`src/design/tpc_cfg.svh`:
```
/*
 timer/pwm and comparator control: register offsets, field positions, resets.
 assumes inclusion by the package and the single design module.
*/
`ifndef TPC_CFG_SVH
`define TPC_CFG_SVH
// ----------------------------------------
// register indices (byte address = 4 x index)
// ----------------------------------------
`define TPC_IDX_CMP_CTRL   8'h18
`define TPC_IDX_CMP_SEL    8'h19
`define TPC_IDX_TMR_CTRL   8'h1C
`define TPC_IDX_TMR_COUNT  8'h1D
`define TPC_IDX_TMR_DIV    8'h1E
`define TPC_IDX_TMR_BOUND  8'h1F
// ----------------------------------------
// field positions
// ----------------------------------------
`define TPC_CC_ENABLE      7
`define TPC_CC_RESULT      6
`define TPC_CC_SAMPLE      5
`define TPC_CC_INVERT      4
`define TPC_CC_MINUS_HI    3
`define TPC_CC_MINUS_LO    1
`define TPC_CC_PLUS        0
`define TPC_CS_OUT_EN      7
`define TPC_CS_WAKE_EN     6
`define TPC_CS_RANGE_HI    5
`define TPC_CS_RANGE_LO    4
`define TPC_TC_SRC_HI      7
`define TPC_TC_SRC_LO      4
`define TPC_TC_OUT_HI      3
`define TPC_TC_OUT_LO      2
`define TPC_TC_MODE        1
`define TPC_TC_INVERT      0
`define TPC_TD_RES         7
`define TPC_TD_PRE_HI      6
`define TPC_TD_PRE_LO      5
`define TPC_TD_SCALE_HI    4
// ----------------------------------------
// reset values
// ----------------------------------------
`define TPC_RST_BYTE       8'h00
`define TPC_RST_BOUND      8'hFF
`endif

```
`src/design/tpc_pkg.sv`:
```
/*
 types for the timer/pwm and comparator control block.
 assumes tpc_cfg.svh is on the include path.
*/
package tpc_pkg;
  `include "tpc_cfg.svh"
  typedef enum logic [3:0]
  {
    TPC_SRC_STOP     = 4'h0,
    TPC_SRC_SYS      = 4'h1,
    TPC_SRC_FAST     = 4'h2,
    TPC_SRC_EXT      = 4'h3,
    TPC_SRC_SLOW     = 4'h4,
    TPC_SRC_CMP      = 4'h5,
    TPC_SRC_CMP_ALT  = 4'h7,
    TPC_SRC_PA0_RISE = 4'h8,
    TPC_SRC_PA0_FALL = 4'h9
  } tpc_src_t;
  typedef enum logic [1:0]
  {
    TPC_OUT_OFF  = 2'h0,
    TPC_OUT_PB2  = 2'h1,
    TPC_OUT_PA3  = 2'h2,
    TPC_OUT_PB4  = 2'h3
  } tpc_out_t;
endpackage

```
`src/design/tpc_timer_cmp.sv`:
```
/*
 8-bit timer/pwm unit with the digital path of a voltage comparator, apb slave.
 assumes oscillator and pin inputs already synchronous to clk; analog core outside.
*/
`timescale 1ns/100ps
`include "tpc_cfg.svh"
// Contract
// - clock source codes 0..4: stopped, system, fast osc, external osc, slow osc
// - code 0101 clocks the timer from the comparator output
// - codes 1000/1001 count rising/falling edges of port a bit 0
// - output field routes waveform to none, pb2/pb0, pa3, pb4
// - control bit 1: period mode when clear, pwm mode when set
// - control bit 0 inverts the timer waveform polarity
// - counter is 8-bit, readable and writable, resets to zero
// - divider bit 7 selects 8-bit or 6/7-bit pwm resolution
// - prescaler bits 6-5 divide by 1, 4, 16, 64; reset 00
// - bits 4-0 are a 5-bit scalar further dividing the clock
// - bit 6 is read-only result: 1 when plus exceeds minus
// - bit 5 samples the comparator output with the timer clock
// - bit 4 inverts the comparator output polarity
// - bits 3-1 pick the minus input; 11x reserved
// - bit 0 picks plus input: resistor reference or pa4
// - write-only enable routes comparator output to port a bit 0
// - with wake enable set, any result change wakes the device
// - selection bits 5,4 pick ranges, 3-0 the reference tap
module tpc_timer_cmp
  import tpc_pkg::*;
#(
  parameter logic PWM_WIDTH_BUILD_OPTION   = 1'b0,
  parameter logic FAST_CLOCK_DOUBLE_OPTION = 1'b0,
  parameter logic TIMER_PIN_BUILD_OPTION   = 1'b0
)
(
  // clock and reset
  input  wire logic        clk,
  input  wire logic        nrst,
  // apb slave
  input  wire logic        psel,
  input  wire logic        penable,
  input  wire logic        pwrite,
  input  wire logic [11:0] paddr,
  input  wire logic [31:0] pwdata,
  output logic             pready,
  output logic      [31:0] prdata,
  output logic             pslverr,
  // clock source ticks, one cycle each; port a bit 0 is a level input
  input  wire logic        fast_internal_oscillator,
  input  wire logic        fast_internal_oscillator_x2,
  input  wire logic        external_oscillator,
  input  wire logic        slow_internal_oscillator,
  input  wire logic        port_a_bit0_in,
  // analog comparator core
  input  wire logic        cmp_raw,
  output logic             cmp_enable,
  output logic      [2:0]  cmp_minus_sel,
  output logic             cmp_plus_sel,
  output logic             cmp_range_hi,
  output logic             cmp_range_lo,
  output logic      [3:0]  cmp_level_sel,
  // pins and wake
  output logic             port_a_bit0_out,
  output logic             port_a_bit0_oe,
  output logic             port_b_bit2_out,
  output logic             port_b_bit0_out,
  output logic             port_a_bit3_out,
  output logic             port_b_bit4_out,
  output logic      [3:0]  timer_pin_oe,
  output logic             cmp_wake
);
  import tpc_pkg::*;
  // ----------------------------------------
  // registers
  // ----------------------------------------
  logic [7:0] cmp_ctrl_q;
  logic [7:0] cmp_sel_q;
  logic [7:0] tmr_ctrl_q;
  logic [7:0] tmr_count_q;
  logic [7:0] tmr_div_q;
  logic [7:0] tmr_bound_q;
  logic [9:0] reg_idx;
  logic       wr_en;
  logic       mapped;
  assign reg_idx = paddr[11:2];
  assign wr_en   = psel & penable & pwrite;
  assign pready  = 1'b1;
  assign mapped  = (reg_idx == {2'h0, `TPC_IDX_CMP_CTRL}) | (reg_idx == {2'h0, `TPC_IDX_CMP_SEL})
                 | (reg_idx == {2'h0, `TPC_IDX_TMR_CTRL}) | (reg_idx == {2'h0, `TPC_IDX_TMR_COUNT})
                 | (reg_idx == {2'h0, `TPC_IDX_TMR_DIV}) | (reg_idx == {2'h0, `TPC_IDX_TMR_BOUND});
  assign pslverr = psel & penable & ~mapped;
  always_ff @(posedge clk or negedge nrst)
  begin
    if (!nrst)
    begin
      cmp_ctrl_q  <= `TPC_RST_BYTE;
      cmp_sel_q   <= `TPC_RST_BYTE;
      tmr_ctrl_q  <= `TPC_RST_BYTE;
      tmr_div_q   <= `TPC_RST_BYTE;
      tmr_bound_q <= `TPC_RST_BOUND;
    end
    // unmapped aliases above index 0xFF must not reach the byte registers
    else if (wr_en && mapped)
    begin
      case (reg_idx[7:0])
        `TPC_IDX_CMP_CTRL:  cmp_ctrl_q  <= {pwdata[7], 1'b0, pwdata[5:0]};
        `TPC_IDX_CMP_SEL:   cmp_sel_q   <= pwdata[7:0];
        `TPC_IDX_TMR_CTRL:  tmr_ctrl_q  <= pwdata[7:0];
        `TPC_IDX_TMR_DIV:   tmr_div_q   <= pwdata[7:0];
        `TPC_IDX_TMR_BOUND: tmr_bound_q <= pwdata[7:0];
        default:            ;
      endcase
    end
  end
  // ----------------------------------------
  // comparator path
  // ----------------------------------------
  logic cmp_s1_q;
  logic cmp_s2_q;
  logic cmp_prev_q;
  logic cmp_hold_q;
  logic cmp_out;
  logic tick;
  always_ff @(posedge clk or negedge nrst)
  begin
    if (!nrst)
    begin
      cmp_s1_q <= 1'b0;
      cmp_s2_q <= 1'b0;
    end
    else
    begin
      cmp_s1_q <= cmp_raw & cmp_ctrl_q[`TPC_CC_ENABLE];
      cmp_s2_q <= cmp_s1_q;
    end
  end
  always_ff @(posedge clk or negedge nrst)
  begin
    if (!nrst)
      cmp_hold_q <= 1'b0;
    else if (tick)
      cmp_hold_q <= cmp_s2_q;
  end
  always_ff @(posedge clk or negedge nrst)
  begin
    if (!nrst)
      cmp_prev_q <= 1'b0;
    else
      cmp_prev_q <= cmp_s2_q;
  end
  // reserved minus codes are kept but treated as the default input by the core
  assign cmp_out = (cmp_ctrl_q[`TPC_CC_SAMPLE] ? cmp_hold_q : cmp_s2_q)
                 ^ cmp_ctrl_q[`TPC_CC_INVERT];
  assign cmp_wake      = cmp_sel_q[`TPC_CS_WAKE_EN] & (cmp_s2_q ^ cmp_prev_q);
  assign cmp_enable    = cmp_ctrl_q[`TPC_CC_ENABLE];
  assign cmp_minus_sel = cmp_ctrl_q[`TPC_CC_MINUS_HI:`TPC_CC_MINUS_LO];
  assign cmp_plus_sel  = cmp_ctrl_q[`TPC_CC_PLUS];
  assign cmp_range_hi  = cmp_sel_q[`TPC_CS_RANGE_HI];
  assign cmp_range_lo  = cmp_sel_q[`TPC_CS_RANGE_LO];
  assign cmp_level_sel = cmp_sel_q[3:0];
  assign port_a_bit0_out = cmp_out;
  assign port_a_bit0_oe  = cmp_sel_q[`TPC_CS_OUT_EN];
  // ----------------------------------------
  // clock source and division
  // ----------------------------------------
  logic pa0_s1_q;
  logic pa0_s2_q;
  logic pa0_prev_q;
  logic cmpo_prev_q;
  logic src_tick;
  logic [5:0] pre_q;
  logic [4:0] scale_q;
  logic pre_done;
  always_ff @(posedge clk or negedge nrst)
  begin
    if (!nrst)
    begin
      pa0_s1_q    <= 1'b0;
      pa0_s2_q    <= 1'b0;
      pa0_prev_q  <= 1'b0;
      cmpo_prev_q <= 1'b0;
    end
    else
    begin
      pa0_s1_q    <= port_a_bit0_in;
      pa0_s2_q    <= pa0_s1_q;
      pa0_prev_q  <= pa0_s2_q;
      cmpo_prev_q <= cmp_out;
    end
  end
  always_comb
  begin
    case (tmr_ctrl_q[`TPC_TC_SRC_HI:`TPC_TC_SRC_LO])
      TPC_SRC_STOP:     src_tick = 1'b0;
      TPC_SRC_SYS:      src_tick = 1'b1;
      TPC_SRC_FAST:     src_tick = FAST_CLOCK_DOUBLE_OPTION ? fast_internal_oscillator_x2
                                                            : fast_internal_oscillator;
      TPC_SRC_EXT:      src_tick = external_oscillator;
      TPC_SRC_SLOW:     src_tick = slow_internal_oscillator;
      TPC_SRC_CMP,
      TPC_SRC_CMP_ALT:  src_tick = cmp_out & ~cmpo_prev_q;
      TPC_SRC_PA0_RISE: src_tick = pa0_s2_q & ~pa0_prev_q;
      TPC_SRC_PA0_FALL: src_tick = ~pa0_s2_q & pa0_prev_q;
      default:          src_tick = 1'b0;
    endcase
  end
  // prescale limit: 0, 3, 15, 63
  logic [5:0] pre_lim;
  always_comb
  begin
    case (tmr_div_q[`TPC_TD_PRE_HI:`TPC_TD_PRE_LO])
      2'h0:    pre_lim = 6'h00;
      2'h1:    pre_lim = 6'h03;
      2'h2:    pre_lim = 6'h0F;
      default: pre_lim = 6'h3F;
    endcase
  end
  assign pre_done = src_tick & (pre_q >= pre_lim);
  assign tick     = pre_done & (scale_q >= tmr_div_q[`TPC_TD_SCALE_HI:0]);
  always_ff @(posedge clk or negedge nrst)
  begin
    if (!nrst)
    begin
      pre_q   <= 6'h00;
      scale_q <= 5'h00;
    end
    else if (src_tick)
    begin
      pre_q <= pre_done ? 6'h00 : pre_q + 6'h01;
      if (pre_done)
        scale_q <= tick ? 5'h00 : scale_q + 5'h01;
    end
  end
  // ----------------------------------------
  // counter and waveform
  // ----------------------------------------
  logic [7:0] top;
  logic       wave_q;
  logic       wave;
  assign top = !tmr_div_q[`TPC_TD_RES] ? 8'hFF : (PWM_WIDTH_BUILD_OPTION ? 8'h7F : 8'h3F);
  always_ff @(posedge clk or negedge nrst)
  begin
    if (!nrst)
      tmr_count_q <= `TPC_RST_BYTE;
    else if (wr_en && reg_idx == {2'h0, `TPC_IDX_TMR_COUNT})
      tmr_count_q <= pwdata[7:0];
    else if (tick)
    begin
      if (tmr_ctrl_q[`TPC_TC_MODE])
        tmr_count_q <= (tmr_count_q >= top) ? 8'h00 : tmr_count_q + 8'h01;
      else
        tmr_count_q <= (tmr_count_q == tmr_bound_q) ? 8'h00 : tmr_count_q + 8'h01;
    end
  end
  // period mode toggles on bound match; pwm is high while count is below bound
  always_ff @(posedge clk or negedge nrst)
  begin
    if (!nrst)
      wave_q <= 1'b0;
    else if (!tmr_ctrl_q[`TPC_TC_MODE])
    begin
      if (tick && tmr_count_q == tmr_bound_q)
        wave_q <= ~wave_q;
    end
    else
      wave_q <= (tmr_count_q & top) < (tmr_bound_q & top);
  end
  assign wave = wave_q ^ tmr_ctrl_q[`TPC_TC_INVERT];
  always_comb
  begin
    timer_pin_oe = 4'h0;
    case (tmr_ctrl_q[`TPC_TC_OUT_HI:`TPC_TC_OUT_LO])
      TPC_OUT_PB2: timer_pin_oe = TIMER_PIN_BUILD_OPTION ? 4'h2 : 4'h1;
      TPC_OUT_PA3: timer_pin_oe = 4'h4;
      TPC_OUT_PB4: timer_pin_oe = 4'h8;
      default:     timer_pin_oe = 4'h0;
    endcase
  end
  assign port_b_bit2_out = wave;
  assign port_b_bit0_out = wave;
  assign port_a_bit3_out = wave;
  assign port_b_bit4_out = wave;
  // ----------------------------------------
  // read data
  // ----------------------------------------
  always_comb
  begin
    prdata = 32'h0000_0000;
    case (reg_idx[7:0])
      `TPC_IDX_CMP_CTRL:  prdata[7:0] = {cmp_ctrl_q[7], cmp_s2_q, cmp_ctrl_q[5:0]};
      `TPC_IDX_TMR_CTRL:  prdata[7:0] = tmr_ctrl_q;
      `TPC_IDX_TMR_COUNT: prdata[7:0] = tmr_count_q;
      default:            prdata = 32'h0000_0000;
    endcase
    if (reg_idx[9:8] != 2'h0)
      prdata = 32'h0000_0000;
  end
endmodule
```
`config.mk`:
```
export PLATFORM = sky130hd
export DESIGN_NAME = tpc_timer_cmp
export DESIGN_NICKNAME = d
export VERILOG_FILES = /design/src/design/tpc_pkg.sv /design/src/design/tpc_timer_cmp.sv
export VERILOG_INCLUDE_DIRS = /design/src /design/src/design
export SDC_FILE = /design/constraint.sdc
export NUM_CORES = 1
export LEC_CHECK = 0
export BUFFER_PORTS_ARGS = -buffer_cell sky130_fd_sc_hd__buf_2
export CORE_MARGIN = 2
export CORE_UTILIZATION = 48
export DETAILED_ROUTE_END_ITERATION = 10
export PLACE_DENSITY_LB_ADDON = 0.1
export SLEW_MARGIN = 20
export SYNTH_ARGS = -nofsm -noshare
export SYNTH_HDL_FRONTEND = slang
export SYNTH_SLANG_ARGS = --single-unit
```
`constraint.sdc`:
```
create_clock -name clk -period 2.2 [get_ports clk]
set_input_delay 0.55 -clock clk [delete_from_list [all_inputs] [get_ports clk]]
set_output_delay 0.55 -clock clk [all_outputs]
set_load 0.005 [all_outputs]
```
-- Word level (Yosys, flattened, before mapping)
Cells that the tools add are included.
- register bits after elaboration: 67
- input port bits: 55
- add/sub/neg operators: 3
- order comparisons: 4
- equality and inequality tests: 26
- multiplexer cells: 16
- bitwise operators: 25
- reduce and logical (&&, ||, !) cells: 14
- operators with widths (cell ; number):
    $eq A10 B5 Y1 const B ; 6
    $mux W8 ; 7
    $eq A8 B5 Y1 const B ; 6
    $pmux W8 S3 ; 1
    $pmux W6 S3 ; 1
    $and A8 B8 Y8 ; 2
    $eq A4 B3 Y1 const B ; 3
    $pmux W4 S3 ; 1
    $reduce_and A2 Y1 ; 6
    $and A1 B1 Y1 ; 10
    $add A8 B1 Y8 const B ; 1
    $eq A4 B2 Y1 const B ; 2
    $eq A4 B4 Y1 const B ; 2
    $eq A8 B8 Y1 ; 1
    $ge A8 B8 Y1 ; 1
    $lt A8 B8 Y1 ; 1
    $pmux W1 S7 ; 1
    $add A6 B1 Y6 const B ; 1
    $eq A2 B2 Y1 const B ; 3
    $ge A6 B6 Y1 ; 1
    $mux W6 ; 1
    $reduce_bool A2 Y1 ; 3
    $add A5 B1 Y5 const B ; 1
    $ge A5 B5 Y1 ; 1
    10 further kinds ; 25

-- Longest topological paths before layout
Gate-level depths: netlist of the first run.
- word-level depth: 9
- mapped depth: 9

-- Worst setup path before layout of the first run
OpenSTA, ideal clock, no wires.
- path kind: register -> register
- start: register tmr_div_q[6]
- end: register cmp_hold_q
- setup time: 0.125 ns
- data arrival time: 2.305 ns
- data required time: 2.075 ns
- setup slack: -0.229 ns
- cell stages (with the launch flop): 9
- buffers on the path: 1
- period minus slack after synthesis: 2.429 ns
- cells stage by stage: dfrtp_1 or2_2 ha_1 nand2b_1 a221oi_1 o21ai_2 o211ai_4 buf_2 mux2_2
- longest elaborated chain between the ends: 5
- elaborated cells on any way between the ends: 7
- RTL lines (element ; line ; source):
    from (decl) ; tpc_timer_cmp.sv:78 ; logic [7:0] tmr_div_q;
    from (signal assigned) ; tpc_timer_cmp.sv:97 ; tmr_div_q <= `TPC_RST_BYTE;
    from (signal assigned) ; tpc_timer_cmp.sv:107 ; `TPC_IDX_TMR_DIV: tmr_div_q <= pwdata[7:0];
    $eq A2 B2 Y1 (tied with other cells) ; tpc_timer_cmp.sv:209 ; case (tmr_div_q[`TPC_TD_PRE_HI:`TPC_TD_PRE_LO])
    $pmux W6 S3 * ; tpc_timer_cmp.sv:209 ;
    $ge A6 B6 Y1 * ; tpc_timer_cmp.sv:216 ; assign pre_done = src_tick & (pre_q >= pre_lim);
    $and A1 B1 Y1 * ; tpc_timer_cmp.sv:216 ;
    $and A1 B1 Y1 * ; tpc_timer_cmp.sv:217 ; assign tick = pre_done & (scale_q >= tmr_div_q[`TPC_TD_SCALE_HI:0]);
    to (signal assigned) ; tpc_timer_cmp.sv:140 ; cmp_hold_q <= cmp_s2_q;
    to (decl) ; tpc_timer_cmp.sv:119 ; logic cmp_hold_q;
Every way passes the cells marked *; elsewhere a longest branch is shown, timed or not.
A chain may end at the register's enable or synchronous reset.

-- Worst setup path in the final report of the first run
- start: register tmr_bound_q[2]
- end: register tmr_count_q[7]
- longest elaborated chain between the ends: 5
- RTL lines (element ; line ; source):
    from (decl) ; tpc_timer_cmp.sv:79 ; logic [7:0] tmr_bound_q;
    from (signal assigned) ; tpc_timer_cmp.sv:98 ; tmr_bound_q <= `TPC_RST_BOUND;
    from (signal assigned) ; tpc_timer_cmp.sv:108 ; `TPC_IDX_TMR_BOUND: tmr_bound_q <= pwdata[7:0];
    $eq A8 B8 Y1 ; tpc_timer_cmp.sv:250 ; tmr_count_q <= (tmr_count_q == tmr_bound_q) ? 8'h00 : tmr_count_q + 8'h01;
    $mux W8 ; tpc_timer_cmp.sv:250 ;
    $mux W8 ; tpc_timer_cmp.sv:247 ; if (tmr_ctrl_q[`TPC_TC_MODE])
    $mux W8 ; tpc_timer_cmp.sv:245 ; else if (tick)
    $mux W8 ; tpc_timer_cmp.sv:243 ; else if (wr_en && reg_idx == {2'h0, `TPC_IDX_TMR_COUNT})
    to (signal assigned) ; tpc_timer_cmp.sv:244 ; tmr_count_q <= pwdata[7:0];
    to (signal assigned) ; tpc_timer_cmp.sv:248 ; tmr_count_q <= (tmr_count_q >= top) ? 8'h00 : tmr_count_q + 8'h01;
    to (signal assigned) ; tpc_timer_cmp.sv:250 ;
    to (decl) ; tpc_timer_cmp.sv:77 ; logic [7:0] tmr_count_q;
No other way between the ends. The select of a mux whose other input is x is not followed.

==> results of run 1 <==
## through the flow
step / cell area, um2 / cells / setup TNS [ns] / total power (W) / worst slack [ns]
5_1_grt: 5160 / 592 / -2.52 / 0.00280 / -0.206
3_3_place_gp: 4610 / 569 / -1.85 / 0.00164 / -0.202
6_report: 5160 / 592 / -1.45 / 0.00266 / -0.142
4_1_cts: 5050 / 590 / -1.02 / 0.00265 / -0.108
3_5_place_dp: 4610 / 569 / -2.20 / 0.00166 / -0.229
2_1_floorplan: 4220 / 413 / -0.558 / 0.00154 / -0.0992
## cells by family after synthesis
kind of cell / share of synthesized area
AO/OA/AOI/OAI: 0.126
XOR/XNOR: 0.0108
adder cells (fa/ha/maj): 0.0739
buffers and inverters: 0.100
flip-flops: 0.415
multiplexers: 0.122
other: 0.00185
AND/OR/NAND/NOR: 0.151
## area by class of cell
type / count / area [um2] / share of cell area
well taps: 105 / 131 / 0.0255
multi-input cells: 281 / 2370 / 0.460
inverters: 23 / 86.3 / 0.0167
clock buffers: 9 / 124 / 0.0240
clock inverters: 7 / 60.1 / 0.0116
flip-flops and latches: 67 / 1690 / 0.327
repair buffers: 100 / 698 / 0.135
## cells in the final DEF, fill, tap and decap left out, types with 7 or more instances in the layout
master    Yosys  layout
dfstp_2       8       8
mux2_2       35      34
nand2_1      28      27
clkbuf_8      0       9
nor2_1       12      11
inv_1        23      19
o21ai_0      23      21
and2_4        1       9
buf_4        37      38
conb_1        2      26
buf_2         1      47
nand3_1      10       9
ha_1         24      18
nor2b_1       8       7
a21oi_1       8       7
a221o_1       8       8
mux2i_1      10      10
dfrtp_1      59      59
buf_6         2      14
## final timing paths
| path | from | end | depth (start not counted) |
|---|---|---|---|
| min | nrst | pa0_s1_q | 1 |
| max in group asynchronous | nrst | tmr_bound_q[1] | 2 |
| min reg2reg | cmp_s1_q | cmp_s2_q | 0 |
| min in group clk | port_a_bit0_in | pa0_s1_q | 1 |
| max | tmr_bound_q[2] | tmr_count_q[7] | 8 |
| max reg2reg | tmr_bound_q[2] | tmr_count_q[7] | 8 |
## power by group
group,total (W),switching (W),internal [W]
Sequential,0.00131,0.0000413,0.00127
Clock,0.000973,0.000547,0.000426
Combinational,0.000375,0.000212,0.000163
## what timing repair did
item | 4_1_cts | 5_1_grt
cloned | 2 | 0
resized for setup | 42 | 16
hold buffers | 0 | 0
pin swaps | 14 | 8
buffers inserted | 3 | 2
endpoints found under the setup margin | 21 | 28
## flip-flops by register name, indices dropped and copies added, names as in the netlist
signal       count
cmp_ctrl_q       7
cmp_hold_q       1
cmp_prev_q       1
cmp_s1_q         1
cmp_s2_q         1
cmp_sel_q        8
cmpo_prev_q      1
pa0_prev_q       1
pa0_s1_q         1
pa0_s2_q         1
pre_q            6
scale_q          5
tmr_bound_q      8
tmr_count_q      8
tmr_ctrl_q       8
tmr_div_q        8
wave_q           1
## critical path, stage by stage, from the launching register on
cell	delay, ns
dfstp_2	0.53
inv_2	0.05
ha_4	0.26
nand2_4	0.05
or4_4	0.54
nor2_4	0.17
a211oi_4	0.09
a22o_1	0.23
a221o_1	0.30
## metal layers
layer,global-route usage,vias to the layer above,part of all wire
met4,0.0762,0,0.018
met3,0.0572,14,0.058
met5,0,-,0
li1,-,1518,-
met1,0.294,1546,0.44
met2,0.359,100,0.49
==> results.toml, run 1 <==
[cells_and_area]
num_antenna_cells = 0
finish.net_count = 561
final_core_util = 0.628
final_layout_size_suffix_gt1_frac = 0.425
area_delta_synth_final_pct = 26.9
fillers = 680

[logic_synthesis]
synthTopCellsByCount = "dfrtp_1 (59), buf_4 (37), mux2_2 (35)"
syn_avg_cell_area_um2 = 10.4
synth_async_sr_flop_share = 1.00
ys.flop_type = "dfrtp_1"
ys_ff_latch = 67
synth_cell_types = 57
yosysTopAreaCellShare = 0.363
yosysMostFrequentCell = "dfrtp_1"
ys_warn_count = 0
yosys-top-cells-area = "dfrtp_1 (36%), mux2_2 (9.7%), ha_1 (7.4%), buf_4 (6.8%), dfstp_2 (5.2%)"
synth-edff-count = 0
synth_seq_area_share = 0.415
synthCells = 389
synth_area_leader_cell = "dfrtp_1"
synth_area_um2 = 4060

[timing]
maxSlewViolCount = 0
finalHoldViolCount = 0
worst_slack_ns = -0.142
fmax_mhz = 427
setup_viol = 18
timing.hold.ws_ns = 0.125
finClkSkew_ns = 0.00662
rsz0062_at_grt = "true"
min_period_ns = 2.34
finalCritPeriodShare = 1.06

[floorplanning]
core_um2 = 8220
start_util = 0.495
rows = 33
die_area_um2 = 9220
fp.dieW_um = 96.0
ioPinCount = 111
die_h_um = 96.0

[power_and_ir_drop]
leakagePower_nw = 2.58
ir_drop_mv = 0.433
power.density_nw_per_um2 = 516

[min_path]
min_path_type = "primary input to asynchronous set/reset pin"

[routing]
drt_iter0_markers = 158
drc_errors = 0
via_count = 3178
totalWireLength_um = 9740
final_antenna_net_count = 0
routed_via_density = 5.37
avgRoutedWirePerCell_um = 16.5
first_pass_iters = 4

[grt]
grt_antenna_before_repair = 0
grt_pass1_vias = 3140
track_usage = 0.224
globalRoute.totalOverflow = 0
grt_pass1_wl_um = 15400
grt_max_degree = 51

[critical_path]
r2r_setup_slack_ns = -0.14
path_class = "flop to flop"
path_max_fanout = 6
critPathArrivalTime_ns = 2.59
required_ns = 2.44
crit_path_end_kind = "flop"
start_kind = "flop"

[clocking]
cts_tree = "done"
cts_num_sinks = 67
root_buffer = "clkbuf_8"
htreeDepth = 3
cts_buffers = 9
cts_max_path_buffers = 2
insertion_delay_ns = 0.36
path_clk_slew_ns = 0.08

[run_status]
status = "finished with violations"
violations = "setup timing"

[placement]
place.gp.congestion = 0.808
place.port_buffers = 57
dp.final_hpwl_um = 6690

[job]
maxCapViolations = 0
(Power assumes the default switching activity.)
==> run 2, diff against run 1 <==
--- a/config.mk
+++ b/config.mk
@@ -7,6 +7,7 @@
 export NUM_CORES = 1
 export LEC_CHECK = 0
 export BUFFER_PORTS_ARGS = -buffer_cell sky130_fd_sc_hd__buf_2
+export CORE_ASPECT_RATIO = 1.75
 export CORE_MARGIN = 2
 export CORE_UTILIZATION = 48
 export DETAILED_ROUTE_END_ITERATION = 10
==> results.toml, run 2 (synthesized netlist as in run 1, its figures left out) <==
[run_status]
status = "finished with violations"
violations = "setup timing"

[power_and_ir_drop]
finalPower_w = 0.00316
leakagePower_nw = 2.70
ir_drop_mv = 0.517
power.density_nw_per_um2 = 591

[cells_and_area]
design_area_um2 = 5340
final_common_cell = "dfrtp_1"
num_antenna_cells = 0
final_cell_mix = "dfrtp_1 (59), buf_4 (52), buf_2 (47)"
finish.net_count = 576
final_layout_size_suffix_gt1_frac = 0.434
final_core_util = 0.646
area_delta_synth_final_pct = 31.3

[critical_path]
timing.rr.end = "tmr_count_q[7]"
path_class = "flop to flop"
worstReg2RegStart = "tmr_bound_q[2]"
start_kind = "flop"
r2r_setup_slack_ns = -0.16
crit_end = "tmr_count_q[7]"
critPathArrivalTime_ns = 2.57
crit_path_end_kind = "flop"
startpoint = "tmr_bound_q[2]"
required_ns = 2.41
r2r_cells = 9
path_max_fanout = 6

[timing]
finalCritPeriodShare = 1.07
timing.hold.ws_ns = 0.213
worst_slack_ns = -0.159
fmax_mhz = 424
setup_viol = 20
finClkSkew_ns = 0.00511
finalHoldViolCount = 0
min_period_ns = 2.36
rsz0062_at_grt = "true"
maxSlewViolCount = 0

[grt]
grt_max_degree = 68
grt_pass1_vias = 3304
globalRoute.totalOverflow = 0
grt_antenna_before_repair = 0
grt_pass1_wl_um = 15600
track_usage = 0.221

[clocking]
cts_max_path_buffers = 2
root_buffer = "clkbuf_16"
cts_tree = "done"
insertion_delay_ns = 0.33
cts_num_sinks = 67
hold_buffers = 0
htreeDepth = 3
cts_buffers = 9
path_clk_slew_ns = 0.05

[job]
maxCapViolations = 0

[placement]
place.port_buffers = 57
place.gp.congestion = 0.815
dp_slack_ns = -0.296
dp.final_hpwl_um = 7160
placed_area_um2 = 4720

[routing]
first_pass_iters = 4
avgRoutedWirePerCell_um = 16.5
drc_errors = 0
routed_via_density = 5.41
via_count = 3215
drt_iter0_markers = 112
final_antenna_net_count = 0
totalWireLength_um = 9820

[min_path]
min_path_type = "primary input to asynchronous set/reset pin"

[floorplanning]
start_util = 0.492
die_area_um2 = 9250
core_um2 = 8260
die_h_um = 126
ioPinCount = 111
fp.dieW_um = 73.6
rows = 44
-- run 2: cell types whose count changed in the layout (fill, tap and decap cells not counted), moves of 2 or more --
| cell | delta |
|---|---|
| buf_4 | +14 |
| buf_6 | +2 |
| clkbuf_1 | +3 |
| clkbuf_16 | +9 |
| clkbuf_8 | -7 |
| clkinv_4 | -3 |
| inv_6 | -3 |
| o21ai_1 | +2 |
-- run 2: repair_timing --
action,CTS,global route
buffers inserted,2,4
resized for setup,32,26
pin swaps,8,9
setup endpoints to repair,22,25
-- run 2: report_power, final --
part | internal (W) | switching (W) | total, W
clock network | 0.000938 | 0.000505 | 0.00144
registers | 0.00127 | 0.0000434 | 0.00132
logic | 0.000185 | 0.000212 | 0.000397
total | 0.00240 | 0.000761 | 0.00316
-- run 2: through the flow --
step	cells	TNS [ns]
after floorplan	413	-0.558
after global placement	573	-2.70
after detailed placement	573	-3.42
after CTS	591	-1.47
after global routing	594	-3.01
final	594	-1.35
-- run 2: worst min-delay path by stage --
stage | to | cells past startpoint
4_1_cts | pa0_s1_q | 2
6_report | pa0_s1_q | 2
5_1_grt | cmpo_prev_q | 2
3_3_place_gp | pa0_s2_q | 0
2_1_floorplan | cmp_ctrl_q[0] | 0
3_5_place_dp | pa0_s2_q | 0
-- run 2: area by class of cell --
class / instances / area (um2)
Tap cell: 92 / 115
Inverter: 23 / 86.3
Sequential cell: 67 / 1690
Multi-Input combinational cell: 279 / 2310
Timing Repair Buffer: 117 / 841
Clock buffer: 14 / 264
Fill cell: 675 / 2920
Clock inverter: 2 / 35.0
-- run 2: routing by layer --
layer  part of all wire  track usage
met5                  0            0
met4              0.030       0.0973
met3              0.037       0.0488
met2               0.55        0.391
met1               0.38        0.244
-- run 2: worst max-delay path: stages (launching register included) --
cell      delay, ns
dfstp_2        0.53
inv_2          0.04
ha_4           0.26
nand2_4        0.05
or4_4          0.52
nor2_4         0.12
a211oi_4       0.07
buf_4          0.16
a22o_1         0.17
a221o_1        0.31
